File: src/design/rec_pkg.sv
// constants and carrier types of the reference and excitation config bank
package rec_pkg;

  // ********************************************************
  // register map
  // ********************************************************
  localparam logic [7:0] REC_REF_ADDR  = 8'h05;
  localparam logic [7:0] REC_EXC_ADDR  = 8'h06;
  localparam logic [7:0] REC_REF_RESET = 8'h10;
  localparam logic [7:0] REC_EXC_RESET = 8'h00;

  // ********************************************************
  // field positions, reference control
  // ********************************************************
  localparam int REC_MON_MSB     = 7;
  localparam int REC_MON_LSB     = 6;
  localparam int REC_POS_BYP_BIT = 5;
  localparam int REC_NEG_BYP_BIT = 4;
  localparam int REC_SRC_MSB     = 3;
  localparam int REC_SRC_LSB     = 2;
  localparam int REC_IREF_MSB    = 1;
  localparam int REC_IREF_LSB    = 0;

  // ********************************************************
  // field positions, excitation control
  // ********************************************************
  localparam int REC_RAIL_BIT    = 7;
  localparam int REC_SWITCH_BIT  = 6;
  localparam int REC_MAG_MSB     = 3;
  localparam int REC_MAG_LSB     = 0;

  // ********************************************************
  // field codes
  // ********************************************************
  localparam logic [1:0] REC_MON_OFF       = 2'h0;
  localparam logic [1:0] REC_MON_LOW       = 2'h1;
  localparam logic [1:0] REC_MON_LOW_HIGH  = 2'h2;
  localparam logic [1:0] REC_MON_LOW_PULL  = 2'h3;
  localparam logic [1:0] REC_SRC_PAIR_ZERO = 2'h0;
  localparam logic [1:0] REC_SRC_PAIR_ONE  = 2'h1;
  localparam logic [1:0] REC_SRC_INTERNAL  = 2'h2;
  localparam logic [1:0] REC_IREF_OFF      = 2'h0;
  localparam logic [1:0] REC_IREF_ON_PD    = 2'h1;
  localparam logic [1:0] REC_IREF_ALWAYS   = 2'h2;

  // ********************************************************
  // excitation current table, microamps
  // ********************************************************
  localparam logic [11:0] REC_UA_OFF  = 12'h000;
  localparam logic [11:0] REC_UA_10   = 12'h00A;
  localparam logic [11:0] REC_UA_50   = 12'h032;
  localparam logic [11:0] REC_UA_100  = 12'h064;
  localparam logic [11:0] REC_UA_250  = 12'h0FA;
  localparam logic [11:0] REC_UA_500  = 12'h1F4;
  localparam logic [11:0] REC_UA_750  = 12'h2EE;
  localparam logic [11:0] REC_UA_1000 = 12'h3E8;
  localparam logic [11:0] REC_UA_2000 = 12'h7D0;

  // ********************************************************
  // carrier types
  // ********************************************************
  typedef struct packed {
    logic [1:0] ref_monitor_cfg;
    logic       pos_ref_buffer_bypass;
    logic       neg_ref_buffer_bypass;
    logic [1:0] ref_source_select;
    logic [1:0] internal_ref_control;
  } rec_ref_reg_type;

  typedef struct packed {
    logic       amp_rail_monitor_enable;
    logic       low_side_switch;
    logic [3:0] excitation_magnitude;
  } rec_exc_reg_type;

  typedef struct packed {
    logic       wr;
    logic       rd;
    logic [7:0] addr;
    logic [7:0] wdata;
  } rec_bus_req_type;

  typedef struct packed {
    logic        ref_low_monitor;
    logic        ref_high_monitor;
    logic        ref_pull_together;
    logic        pos_ref_buffer_bypass;
    logic        neg_ref_buffer_bypass;
    logic        ext_ref_pair_zero_sel;
    logic        ext_ref_pair_one_sel;
    logic        internal_ref_sel;
    logic        ref_source_reserved;
    logic        internal_ref_on;
    logic        amp_rail_monitor_enable;
    logic        low_side_switch_closed;
    logic [11:0] excitation_source_one_ua;
    logic [11:0] excitation_source_two_ua;
    logic        excitation_without_ref;
    logic        internal_ref_buffered;
  } rec_ctrl_type;

endpackage : rec_pkg

File: src/design/rec_current_decode.sv
// excitation magnitude code to microamp value
`timescale 1ns/1ps
`default_nettype none

module rec_current_decode #(
  parameter logic [11:0] UA_CODE8 = 12'h5DC
) (
  // magnitude code in
  input  wire logic [3:0]  code,
  // decoded current out
  output logic      [11:0] current_ua,
  output logic             active
);

  // ********************************************************
  // table lookup
  // ********************************************************
  function automatic logic [11:0] rec_ua_of(input logic [3:0] c);
    logic [11:0] v;
    v = rec_pkg::REC_UA_OFF;
    case (c)
      4'h1:    v = rec_pkg::REC_UA_10;
      4'h2:    v = rec_pkg::REC_UA_50;
      4'h3:    v = rec_pkg::REC_UA_100;
      4'h4:    v = rec_pkg::REC_UA_250;
      4'h5:    v = rec_pkg::REC_UA_500;
      4'h6:    v = rec_pkg::REC_UA_750;
      4'h7:    v = rec_pkg::REC_UA_1000;
      4'h8:    v = UA_CODE8;
      4'h9:    v = rec_pkg::REC_UA_2000;
      default: v = rec_pkg::REC_UA_OFF; // zero and codes above nine are off [RL12]
    endcase
    return v;
  endfunction : rec_ua_of

  // current and activity from the same lookup
  always_comb begin
    current_ua = rec_ua_of(code); // [RL12]
    active     = (rec_ua_of(code) != rec_pkg::REC_UA_OFF);
  end

endmodule : rec_current_decode
`default_nettype wire

File: src/design/rec_config_regs.sv
// reference and excitation configuration register bank
`timescale 1ns/1ps
`default_nettype none

// Summary of operation
// RL1 - reference register at 05h, resets to 10h: negative bypass set, rest zero
// RL2 - bits 7:6 select off, low monitor, low plus high, or low plus pull-together
// RL3 - bit 5: zero keeps positive reference buffer on, one bypasses it
// RL4 - bit 4: zero enables negative buffer, one bypasses it, one after reset
// RL5 - bits 3:2 select pair zero, pair one, internal reference; 11 reserved
// RL6 - bits 1:0: off, on except power-down, always on; 11 reserved
// RL7 - host should set both bypass bits when using the internal reference
// RL8 - host must turn internal reference on before nonzero excitation current
// RL9 - excitation register at 06h resets 00h; bits 5:4 read zero, written zero
// RL10 - bit 7 of excitation register enables the output rail monitor
// RL11 - bit 6 closes low-side switch; power-down forces it open
// RL12 - bits 3:0 give current: zero off, 1 to 9 table, above nine off
// RL13 - one magnitude field drives both excitation sources identically
// RL14 - fields hold last written value; reads return stored values unchanged
module rec_config_regs (
  // clock and reset
  input  wire logic                      clock,
  input  wire logic                      rst_n,
  input  wire logic                      clk_en,
  // register port
  input  wire rec_pkg::rec_bus_req_type  bus_req,
  output logic                     [7:0] rdata,
  // device mode
  input  wire logic                      power_down,
  // decoded configuration
  output rec_pkg::rec_ctrl_type          ctrl
);

  // ********************************************************
  // state
  // ********************************************************
  typedef struct packed {
    rec_pkg::rec_ref_reg_type ref_q;
    rec_pkg::rec_exc_reg_type exc_q;
    logic [7:0]               rdata_q;
    rec_pkg::rec_ctrl_type    ctrl_q;
  } rec_state_type;

  rec_state_type state_q;
  rec_state_type state_d;
  logic [11:0]   mag_ua;
  logic          mag_active;
  logic [3:0]    mag_code_d;

  // ********************************************************
  // current decode, shared by both sources
  // ********************************************************
  // next magnitude code, kept apart from state_d so the decode forms no loop
  always_comb begin
    mag_code_d = state_q.exc_q.excitation_magnitude;
    if (bus_req.wr && bus_req.addr == rec_pkg::REC_EXC_ADDR) begin
      mag_code_d = bus_req.wdata[rec_pkg::REC_MAG_MSB:rec_pkg::REC_MAG_LSB]; // [RL13]
    end
  end

  rec_current_decode u_current (
    .code       (mag_code_d),
    .current_ua (mag_ua),
    .active     (mag_active)
  );

  // ********************************************************
  // register read image
  // ********************************************************
  function automatic logic [7:0] rec_ref_image(input rec_pkg::rec_ref_reg_type r);
    logic [7:0] v;
    v = 8'h00;
    v[rec_pkg::REC_MON_MSB:rec_pkg::REC_MON_LSB]   = r.ref_monitor_cfg;
    v[rec_pkg::REC_POS_BYP_BIT]                    = r.pos_ref_buffer_bypass;
    v[rec_pkg::REC_NEG_BYP_BIT]                    = r.neg_ref_buffer_bypass;
    v[rec_pkg::REC_SRC_MSB:rec_pkg::REC_SRC_LSB]   = r.ref_source_select;
    v[rec_pkg::REC_IREF_MSB:rec_pkg::REC_IREF_LSB] = r.internal_ref_control;
    return v;
  endfunction : rec_ref_image

  function automatic logic [7:0] rec_exc_image(input rec_pkg::rec_exc_reg_type e);
    logic [7:0] v;
    v = 8'h00; // reserved bits 5:4 read zero [RL9]
    v[rec_pkg::REC_RAIL_BIT]                     = e.amp_rail_monitor_enable;
    v[rec_pkg::REC_SWITCH_BIT]                   = e.low_side_switch;
    v[rec_pkg::REC_MAG_MSB:rec_pkg::REC_MAG_LSB] = e.excitation_magnitude;
    return v;
  endfunction : rec_exc_image

  // ********************************************************
  // next state
  // ********************************************************
  always_comb begin
    logic iref_on;
    iref_on = 1'b0;
    state_d = state_q;

    // register writes; unmapped addresses are ignored
    if (bus_req.wr && bus_req.addr == rec_pkg::REC_REF_ADDR) begin
      state_d.ref_q.ref_monitor_cfg =
        bus_req.wdata[rec_pkg::REC_MON_MSB:rec_pkg::REC_MON_LSB]; // [RL2] [RL14]
      state_d.ref_q.pos_ref_buffer_bypass =
        bus_req.wdata[rec_pkg::REC_POS_BYP_BIT]; // [RL3]
      state_d.ref_q.neg_ref_buffer_bypass =
        bus_req.wdata[rec_pkg::REC_NEG_BYP_BIT]; // [RL4]
      state_d.ref_q.ref_source_select =
        bus_req.wdata[rec_pkg::REC_SRC_MSB:rec_pkg::REC_SRC_LSB]; // [RL5]
      state_d.ref_q.internal_ref_control =
        bus_req.wdata[rec_pkg::REC_IREF_MSB:rec_pkg::REC_IREF_LSB]; // [RL6]
    end else if (bus_req.wr && bus_req.addr == rec_pkg::REC_EXC_ADDR) begin
      state_d.exc_q.amp_rail_monitor_enable =
        bus_req.wdata[rec_pkg::REC_RAIL_BIT]; // [RL10] [RL14]
      state_d.exc_q.low_side_switch =
        bus_req.wdata[rec_pkg::REC_SWITCH_BIT]; // [RL11]
      state_d.exc_q.excitation_magnitude =
        bus_req.wdata[rec_pkg::REC_MAG_MSB:rec_pkg::REC_MAG_LSB]; // [RL12]
    end

    // read data for one cycle only, stored values as held [RL14]
    state_d.rdata_q = 8'h00;
    if (bus_req.rd && bus_req.addr == rec_pkg::REC_REF_ADDR) begin
      state_d.rdata_q = rec_ref_image(state_q.ref_q);
    end else if (bus_req.rd && bus_req.addr == rec_pkg::REC_EXC_ADDR) begin
      state_d.rdata_q = rec_exc_image(state_q.exc_q); // [RL9]
    end

    // reference monitor decode
    state_d.ctrl_q.ref_low_monitor =
      (state_d.ref_q.ref_monitor_cfg != rec_pkg::REC_MON_OFF); // [RL2]
    state_d.ctrl_q.ref_high_monitor =
      (state_d.ref_q.ref_monitor_cfg == rec_pkg::REC_MON_LOW_HIGH); // [RL2]
    state_d.ctrl_q.ref_pull_together =
      (state_d.ref_q.ref_monitor_cfg == rec_pkg::REC_MON_LOW_PULL); // [RL2]

    // reference buffers
    state_d.ctrl_q.pos_ref_buffer_bypass = state_d.ref_q.pos_ref_buffer_bypass; // [RL3]
    state_d.ctrl_q.neg_ref_buffer_bypass = state_d.ref_q.neg_ref_buffer_bypass; // [RL4]

    // reference source, reserved code selects nothing
    state_d.ctrl_q.ext_ref_pair_zero_sel =
      (state_d.ref_q.ref_source_select == rec_pkg::REC_SRC_PAIR_ZERO); // [RL5]
    state_d.ctrl_q.ext_ref_pair_one_sel =
      (state_d.ref_q.ref_source_select == rec_pkg::REC_SRC_PAIR_ONE); // [RL5]
    state_d.ctrl_q.internal_ref_sel =
      (state_d.ref_q.ref_source_select == rec_pkg::REC_SRC_INTERNAL); // [RL5]
    state_d.ctrl_q.ref_source_reserved =
      !(state_d.ctrl_q.ext_ref_pair_zero_sel
        || state_d.ctrl_q.ext_ref_pair_one_sel
        || state_d.ctrl_q.internal_ref_sel);

    // internal reference power, reserved code acts as off
    case (state_d.ref_q.internal_ref_control)
      rec_pkg::REC_IREF_ON_PD:  iref_on = !power_down; // [RL6]
      rec_pkg::REC_IREF_ALWAYS: iref_on = 1'b1; // [RL6]
      default:                  iref_on = 1'b0;
    endcase
    state_d.ctrl_q.internal_ref_on = iref_on;

    // excitation register outputs
    state_d.ctrl_q.amp_rail_monitor_enable =
      state_d.exc_q.amp_rail_monitor_enable; // [RL10]
    state_d.ctrl_q.low_side_switch_closed =
      state_d.exc_q.low_side_switch && !power_down; // [RL11]
    state_d.ctrl_q.excitation_source_one_ua = mag_ua; // [RL12] [RL13]
    state_d.ctrl_q.excitation_source_two_ua = mag_ua; // [RL13]

    // advisory flags on host misuse
    state_d.ctrl_q.excitation_without_ref =
      mag_active
      && (state_d.ref_q.internal_ref_control != rec_pkg::REC_IREF_ON_PD)
      && (state_d.ref_q.internal_ref_control != rec_pkg::REC_IREF_ALWAYS); // [RL8]
    state_d.ctrl_q.internal_ref_buffered =
      state_d.ctrl_q.internal_ref_sel
      && !(state_d.ref_q.pos_ref_buffer_bypass
           && state_d.ref_q.neg_ref_buffer_bypass); // [RL7]
  end

  // ********************************************************
  // state register
  // ********************************************************
  always_ff @(posedge clock or negedge rst_n) begin
    if (!rst_n) begin
      state_q                              <= '0;
      state_q.ref_q                        <=
        rec_pkg::rec_ref_reg_type'(rec_pkg::REC_REF_RESET); // [RL1]
      state_q.exc_q                        <= {
        rec_pkg::REC_EXC_RESET[rec_pkg::REC_RAIL_BIT],
        rec_pkg::REC_EXC_RESET[rec_pkg::REC_SWITCH_BIT],
        rec_pkg::REC_EXC_RESET[rec_pkg::REC_MAG_MSB:rec_pkg::REC_MAG_LSB]}; // [RL9]
      state_q.ctrl_q.neg_ref_buffer_bypass <=
        rec_pkg::REC_REF_RESET[rec_pkg::REC_NEG_BYP_BIT]; // [RL1]
      state_q.ctrl_q.ext_ref_pair_zero_sel <= 1'b1;
    end else if (clk_en) begin
      state_q <= state_d;
    end
  end

  // ********************************************************
  // outputs
  // ********************************************************
  assign rdata = state_q.rdata_q;
  assign ctrl  = state_q.ctrl_q;

endmodule : rec_config_regs
`default_nettype wire

File: config.mk
export PLATFORM = sky130hd
export DESIGN_NAME = rec_config_regs
export DESIGN_NICKNAME = d
export VERILOG_FILES = /design/src/design/rec_pkg.sv /design/src/design/rec_current_decode.sv /design/src/design/rec_config_regs.sv
export SDC_FILE = /design/constraint.sdc
export NUM_CORES = 1
export LEC_CHECK = 0
export BUFFER_PORTS_ARGS = -buffer_cell sky130_fd_sc_hd__buf_2
export CAP_MARGIN = 20
export CORE_UTILIZATION = 57
export DETAILED_ROUTE_END_ITERATION = 10
export PLACE_DENSITY = 0.85
export SLEW_MARGIN = 20
export SYNTH_ARGS = -nofsm -noshare
export SYNTH_HDL_FRONTEND = slang
export SYNTH_SLANG_ARGS = --single-unit
File: constraint.sdc
create_clock -name clock -period 4.55 [get_ports clock]
set_input_delay 0.91 -clock clock [delete_from_list [all_inputs] [get_ports clock]]
set_output_delay 0.91 -clock clock [all_outputs]
set_load 0.05 [all_outputs]
==> results of run 1 <==
-- final cells by class --
cell class                 count  area share
multi-input combinational    169       0.407
sequential                    43       0.386
inverter                      13      0.0175
clock buffer                   6      0.0260
clock inverter                 2      0.0215
timing repair buffer          65       0.118
tap                           52      0.0233
-- flip-flops by register name, summed over array words and instances (netlist names) --
register	cells
rdata	8
state_q	11
ctrl	24
-- per-stage QoR --
step,util,power (µW),cell area [µm²],cells
2_1_floorplan,-,651,2680,284
3_3_place_gp,0.603,669,2660,342
3_5_place_dp,0.603,674,2660,342
5_1_grt,0.633,1060,2790,350
6_report,0.633,1020,2790,350
4_1_cts,0.633,1030,2790,350
-- cell families (layout without fill, tap and decap cells) --
kind of cell               Yosys count  in the layout  synth area share
AOI/OAI and AO/OA                   50             50             0.125
and+or+nand+nor                     83             83             0.163
adders and majority gates            7              7            0.0328
buffers and inverters               72             86             0.174
DFF                                 43             43             0.404
other                                1              4           0.00141
muxes                               25             25            0.0999
-- power groups by stage --
stage	registers (µW)	clock network (µW)	logic, µW
2_1_floorplan	433	0	218
3_3_place_gp	437	0	232
3_5_place_dp	439	0	235
4_1_cts	432	357	238
5_1_grt	435	370	253
6_report	432	352	237
-- metal layers --
layer | global-route usage | up-vias | part of all wire
li1 | - | 947 | -
met1 | 0.315 | 978 | 0.45
met2 | 0.367 | 64 | 0.49
met3 | 0.0505 | 7 | 0.050
met4 | 0.0756 | 0 | 0.010
met5 | 0 | - | 0
-- Yosys cell counts, drive strengths merged (2+ instances only) --
| master | n |
|---|---|
| buf | 50 |
| dfrtp | 41 |
| nor2 | 36 |
| a21oi | 13 |
| inv | 13 |
| mux2 | 13 |
| mux2i | 12 |
| nand2b | 10 |
| o21ai | 10 |
| clkbuf | 9 |
| nand3 | 9 |
| a221oi | 7 |
| ha | 7 |
| nand2 | 6 |
| nor2b | 6 |
| a31oi | 4 |
| a211oi | 3 |
| a21o | 3 |
| and2 | 3 |
| nor3 | 3 |
| nor3b | 3 |
| o31ai | 3 |
| dfstp | 2 |
-- worst max path at each step --
stage | start | to | slack (ps)
detailed placement | bus_req[13] | ctrl[1] | 840
global placement | bus_req[13] | ctrl[1] | 890
global route | bus_req[13] | ctrl[1] | 770
CTS | bus_req[13] | ctrl[1] | 1000
finish | bus_req[13] | ctrl[1] | 970
floorplan | bus_req[13] | ctrl[1] | 1450
-- cell usage in the layout (no fill, tap or decap), types with 3 or more instances in the layout --
cell      instances
mux2i_1          12
mux2_2           13
a31oi_1           4
dfrtp_1          41
inv_1            13
nand2b_1         10
nor2_1           36
nor2b_1           6
a221oi_1          7
a21oi_1          13
and2_1            3
nor3_1            3
o21ai_0          10
conb_1            4
nand3_1           9
nand2_1           6
o31ai_1           3
a21o_1            3
ha_1              7
a211oi_1          3
clkbuf_8          5
buf_2            63
-- critical path, cell delays in order --
cell and delay (ps):
buf_2 110, nor4_4 330, and4_1 570, mux2i_1 410, inv_1 150, ha_1 350
nor2b_1 160, a211oi_1 280, mux2_2 230, a21oi_1 60, a41oi_1 230
==> run summary, run 1 <==
Setup WS post-layout = 968 ps
Detailed-route via count = 1,996
# rows = 24
First-pass GRT wire length = 9020 µm
Area of the multi-input gates = 0.00114 mm²
Worst-Margin Slew = 981 ps
Resized Gates After CTS = 0
Share of the synthesized area in the top cell type = 0.385
PortBufs = 63
DRC = 0
Clk buf depth = 2
Leakage Power = 0.00141 µW
Filler cell count = 372
Fmax = 0.279 GHz
N_diodes = 0
Total Routing Usage GR = 0.232
Run status = complete, no violations
CTS tree = done
Die H = 70.4 µm
Cell Area, Synth = 0.00267 mm²
Hold Path End = ctrl[29]
CTS sink count = 43
HP Start = ctrl[29]
Avg WL per Cell = 15.8 µm
Peak supply drop = 0.205 mV
Hold buffers post-CTS = 0
Sw power = 330 µW
Cts bufs inserted = 5
Post-synthesis sequential area ratio = 0.404
CP Capture Type = flop
Setup TNS = 0 ps
Worst Hold Margin = 484 ps
Final hold viol count = 0
Vias in the first global route = 1,889
Final worst path period share = 0.787
Die area = 0.00496 mm²
Io pins = 68
Rel. slew slack = 0.345
Drt first pass iters = 4
Reg-to-Reg Start = state_q[47]
Hold path depth = 1
Area grow syn2layout = 4.69%
Main synth FF type = dfrtp_1
Min cycle time layout = 3580 ps
Initial antenna violation count = 0
Iter 0 DRT Violations = 141
Reg2Reg Setup Slack = 2290 ps
Die Span X = 70.4 µm
Hold Crit Class = reg -> reg
Async set-reset flop share out of synthesis = 1.00
Synth warnings = 0
Mapped Cells = 281
Clock Pin Slew Worst Setup and Hold Paths = 80 ps
Clock Power Share = 0.345
Crit-path max FO = 10
Distinct cells, synth = 43
Sequential Area = 0.00108 mm²
Core Area = 0.00441 mm²
Syn_area_per_cell = 9.49 µm²
Worst R2R Path Depth = 7
Largest net degree at the start of global routing = 47
Initial core utilization = 0.604
Largest cells by area after synthesis = dfrtp_1, buf_4, mux2_2
Area leader, netlist = dfrtp_1
Pins Over Slew Limit = 0
Final setup viols = 0
Seq pwr share = 0.423
Internal = 691 µW
Total gr overflow = 0
Vias per cell = 5.70
DRT antenna net count = 0
DP HPWL = 3690 µm
Post-synth EDFFs = 0
Layout cells sized above 1 = 0.305
Switching Fraction = 0.323
Max Cap Viol = 0
Worst Skew = 10.7 ps
Power density over the cells = 366 mW/mm²
RSZ-0062 raised after global routing = no
Startpoint type of the worst setup path = input port
#FFs+latches synth = 43
Clock tree root driver cell = clkbuf_8
Reg2reg end = ctrl[1]
Kind of critical path = in -> reg
H-tree depth = 2
Comb power frac = 0.232
Final GP Congestion = 0.850
Worst Path Required = 4760 ps
Nets = 326
Insertion delay to the later sink of the worst-skew pair = 300 ps
DRT Wirelength = 5520 µm
DP Worst Slack = 844 ps
Worst path arrival time = 3790 ps
Post CTS Setup Buffer Count = 0
Power figures use the tool's default switching activity.
==> run 2, diff against run 1 <==
- ABC_AREA: not set -> 1
- CORE_UTILIZATION: 57 -> 48
- PLACE_DENSITY: 0.85 -> 0.77
- clock period: 4.55 -> 3 ns (I/O delays scaled with it)
==> run summary, run 2 <==
Syn_area_per_cell = 8.16 µm²
Share of the synthesized area in the top cell type = 0.398
Synth warnings = 0
Area grow syn2layout = 6.12%
Final hold viol count = 0
Dpl cells = 398
Gr busiest metal = met2
Resized Gates After CTS = 0
N_diodes = 0
Rel. slew slack = 0.371
Max FFs per register = 24
Area leader, netlist = dfrtp_1
Detailed-route via count = 2,013
Cell Area, Synth = 0.00258 mm²
Total Routing Usage GR = 0.205
Kind of critical path = in -> reg
Main synth FF type = dfrtp_1
Die H = 75.3 µm
Layout cells sized above 1 = 0.274
Clock Pin Slew Worst Setup and Hold Paths = 90 ps
Clk buf depth = 2
Hold buffers post-CTS = 0
Startpoint type of the worst setup path = input port
DRC = 0
Mapped Cells = 316
Post-Layout Cell Count = 406
Post CTS Setup Buffer Count = 0
Worst Path Required = 3250 ps
Max Cap Viol = 0
Die area = 0.00567 mm²
Post-synthesis sequential area ratio = 0.418
Setup TNS = 0 ps
Worst-Margin Slew = 943 ps
Die Span X = 75.3 µm
Iter 0 DRT Violations = 115
Worst path arrival time = 2620 ps
# rows = 26
Power density over the cells = 587 mW/mm²
GRT met3 Usage = 0.0442
CTS tree = done
Vias per cell = 4.96
CTS sink count = 43
H-tree depth = 2
Min cycle time layout = 2370 ps
Clock tree root driver cell = clkbuf_8
Leakage Power = 0.00148 µW
Peak supply drop = 0.388 mV
Hold Crit Class = in -> async
Final GP Congestion = 0.855
Commonest cells after routing, fill and taps aside = nand2_1, buf_2, dfrtp_1
Drt first pass iters = 4
DRT Wirelength = 5170 µm
Io pins = 68
Avg WL per Cell = 12.7 µm
Worst Skew = 5.28 ps
Cts bufs inserted = 5
CP Capture Type = flop
Post-synth EDFFs = 0
Distinct cells, synth = 33
Final worst path period share = 0.790
Initial core utilization = 0.501
Commonest cells post-synth = nand2_1, buf_4, dfrtp_1, inv_1, o21ai_0
DRT antenna net count = 0
Run status = complete, no violations
DP HPWL = 3810 µm
Worst Hold Margin = 436 ps
#FFs+latches synth = 43
First-pass GRT wire length = 8750 µm
RSZ-0062 raised after global routing = no
Crit-path max FO = 14
PortBufs = 63
Insertion delay to the later sink of the worst-skew pair = 310 ps
Total gr overflow = 0
Final setup viols = 0
Largest net degree at the start of global routing = 44
Met2 Use GR = 0.354
Most numerous cell in the Yosys netlist = nand2_1
Async set-reset flop share out of synthesis = 1.00
Met1 usage = 0.254
Vias in the first global route = 1,958
Commonest non-fill, non-tap cell in the layout = nand2_1
Pins Over Slew Limit = 0
Core Area = 0.00514 mm²
Initial antenna violation count = 0
Fmax = 0.422 GHz
Largest cells by area after synthesis = dfrtp_1, buf_4, nand2_1
Nets = 364
## run 2: layer usage
| layer | vias up | wire length [µm] |
|---|---|---|
| li1 | 1003 | - |
| met1 | 925 | 2250 |
| met2 | 72 | 2510 |
| met3 | 13 | 316 |
| met4 | 0 | 102 |
| met5 | - | 0 |
## run 2: cell families after synthesis
kind of cell    count (synthesis)  synth area share
fa+ha+maj                       7            0.0340
compound gates                 54             0.120
mux                             2           0.00874
other cells                     1           0.00145
simple gates                  121             0.218
flops                          43             0.418
buf+inv                        88             0.199
## run 2: final cells by class
cell class                      instances  area [µm²]
Clock buffer                            6        82.6
Tap cell                               70        87.6
Inverter                               32         120
Fill cell                             495        2400
Sequential cell                        43        1080
Clock inverter                          2        38.8
Multi-Input combinational cell        188         997
Timing Repair Buffer                   65         330
## run 2: through the flow
| stage | instance area, µm² | utilization | power (µW) | setup slack, ps |
|---|---|---|---|---|
| 3_5_place_dp | 2610 | 0.509 | 1130 | 322 |
| 2_1_floorplan | 2590 | - | 1090 | 798 |
| 4_1_cts | 2740 | 0.532 | 1610 | 632 |
| 5_1_grt | 2740 | 0.532 | 1680 | 337 |
| 3_3_place_gp | 2610 | 0.509 | 1120 | 432 |
| 6_report | 2740 | 0.532 | 1610 | 630 |
## run 2: path summary, 6_finish.rpt
kind,start,endpoint,slack [ps],cells past startpoint
worst max-delay path,bus_req[13],ctrl[1],630,11
worst min-delay path,rst_n,state_q[48],440,1
worst max register to register,state_q[47],ctrl[1],1320,11
worst min register to register,ctrl[26],ctrl[26],490,2
max in group asynchronous,rst_n,state_q[53],1980,1
min in group clock,ctrl[26],ctrl[26],490,2
## run 2: power by group
group	internal [µW]	switching, µW
logic	100	342
clock network	274	213
registers	643	33.3
## run 2: critical path, stage by stage
cell and delay, ps:
buf_2 100, nor2_1 130, nand2_2 140, nor4_4 310
nand2_2 260, o21ai_0 400, inv_1 90, ha_1 220
nor3_1 220, nand2_1 80, nand2_1 60
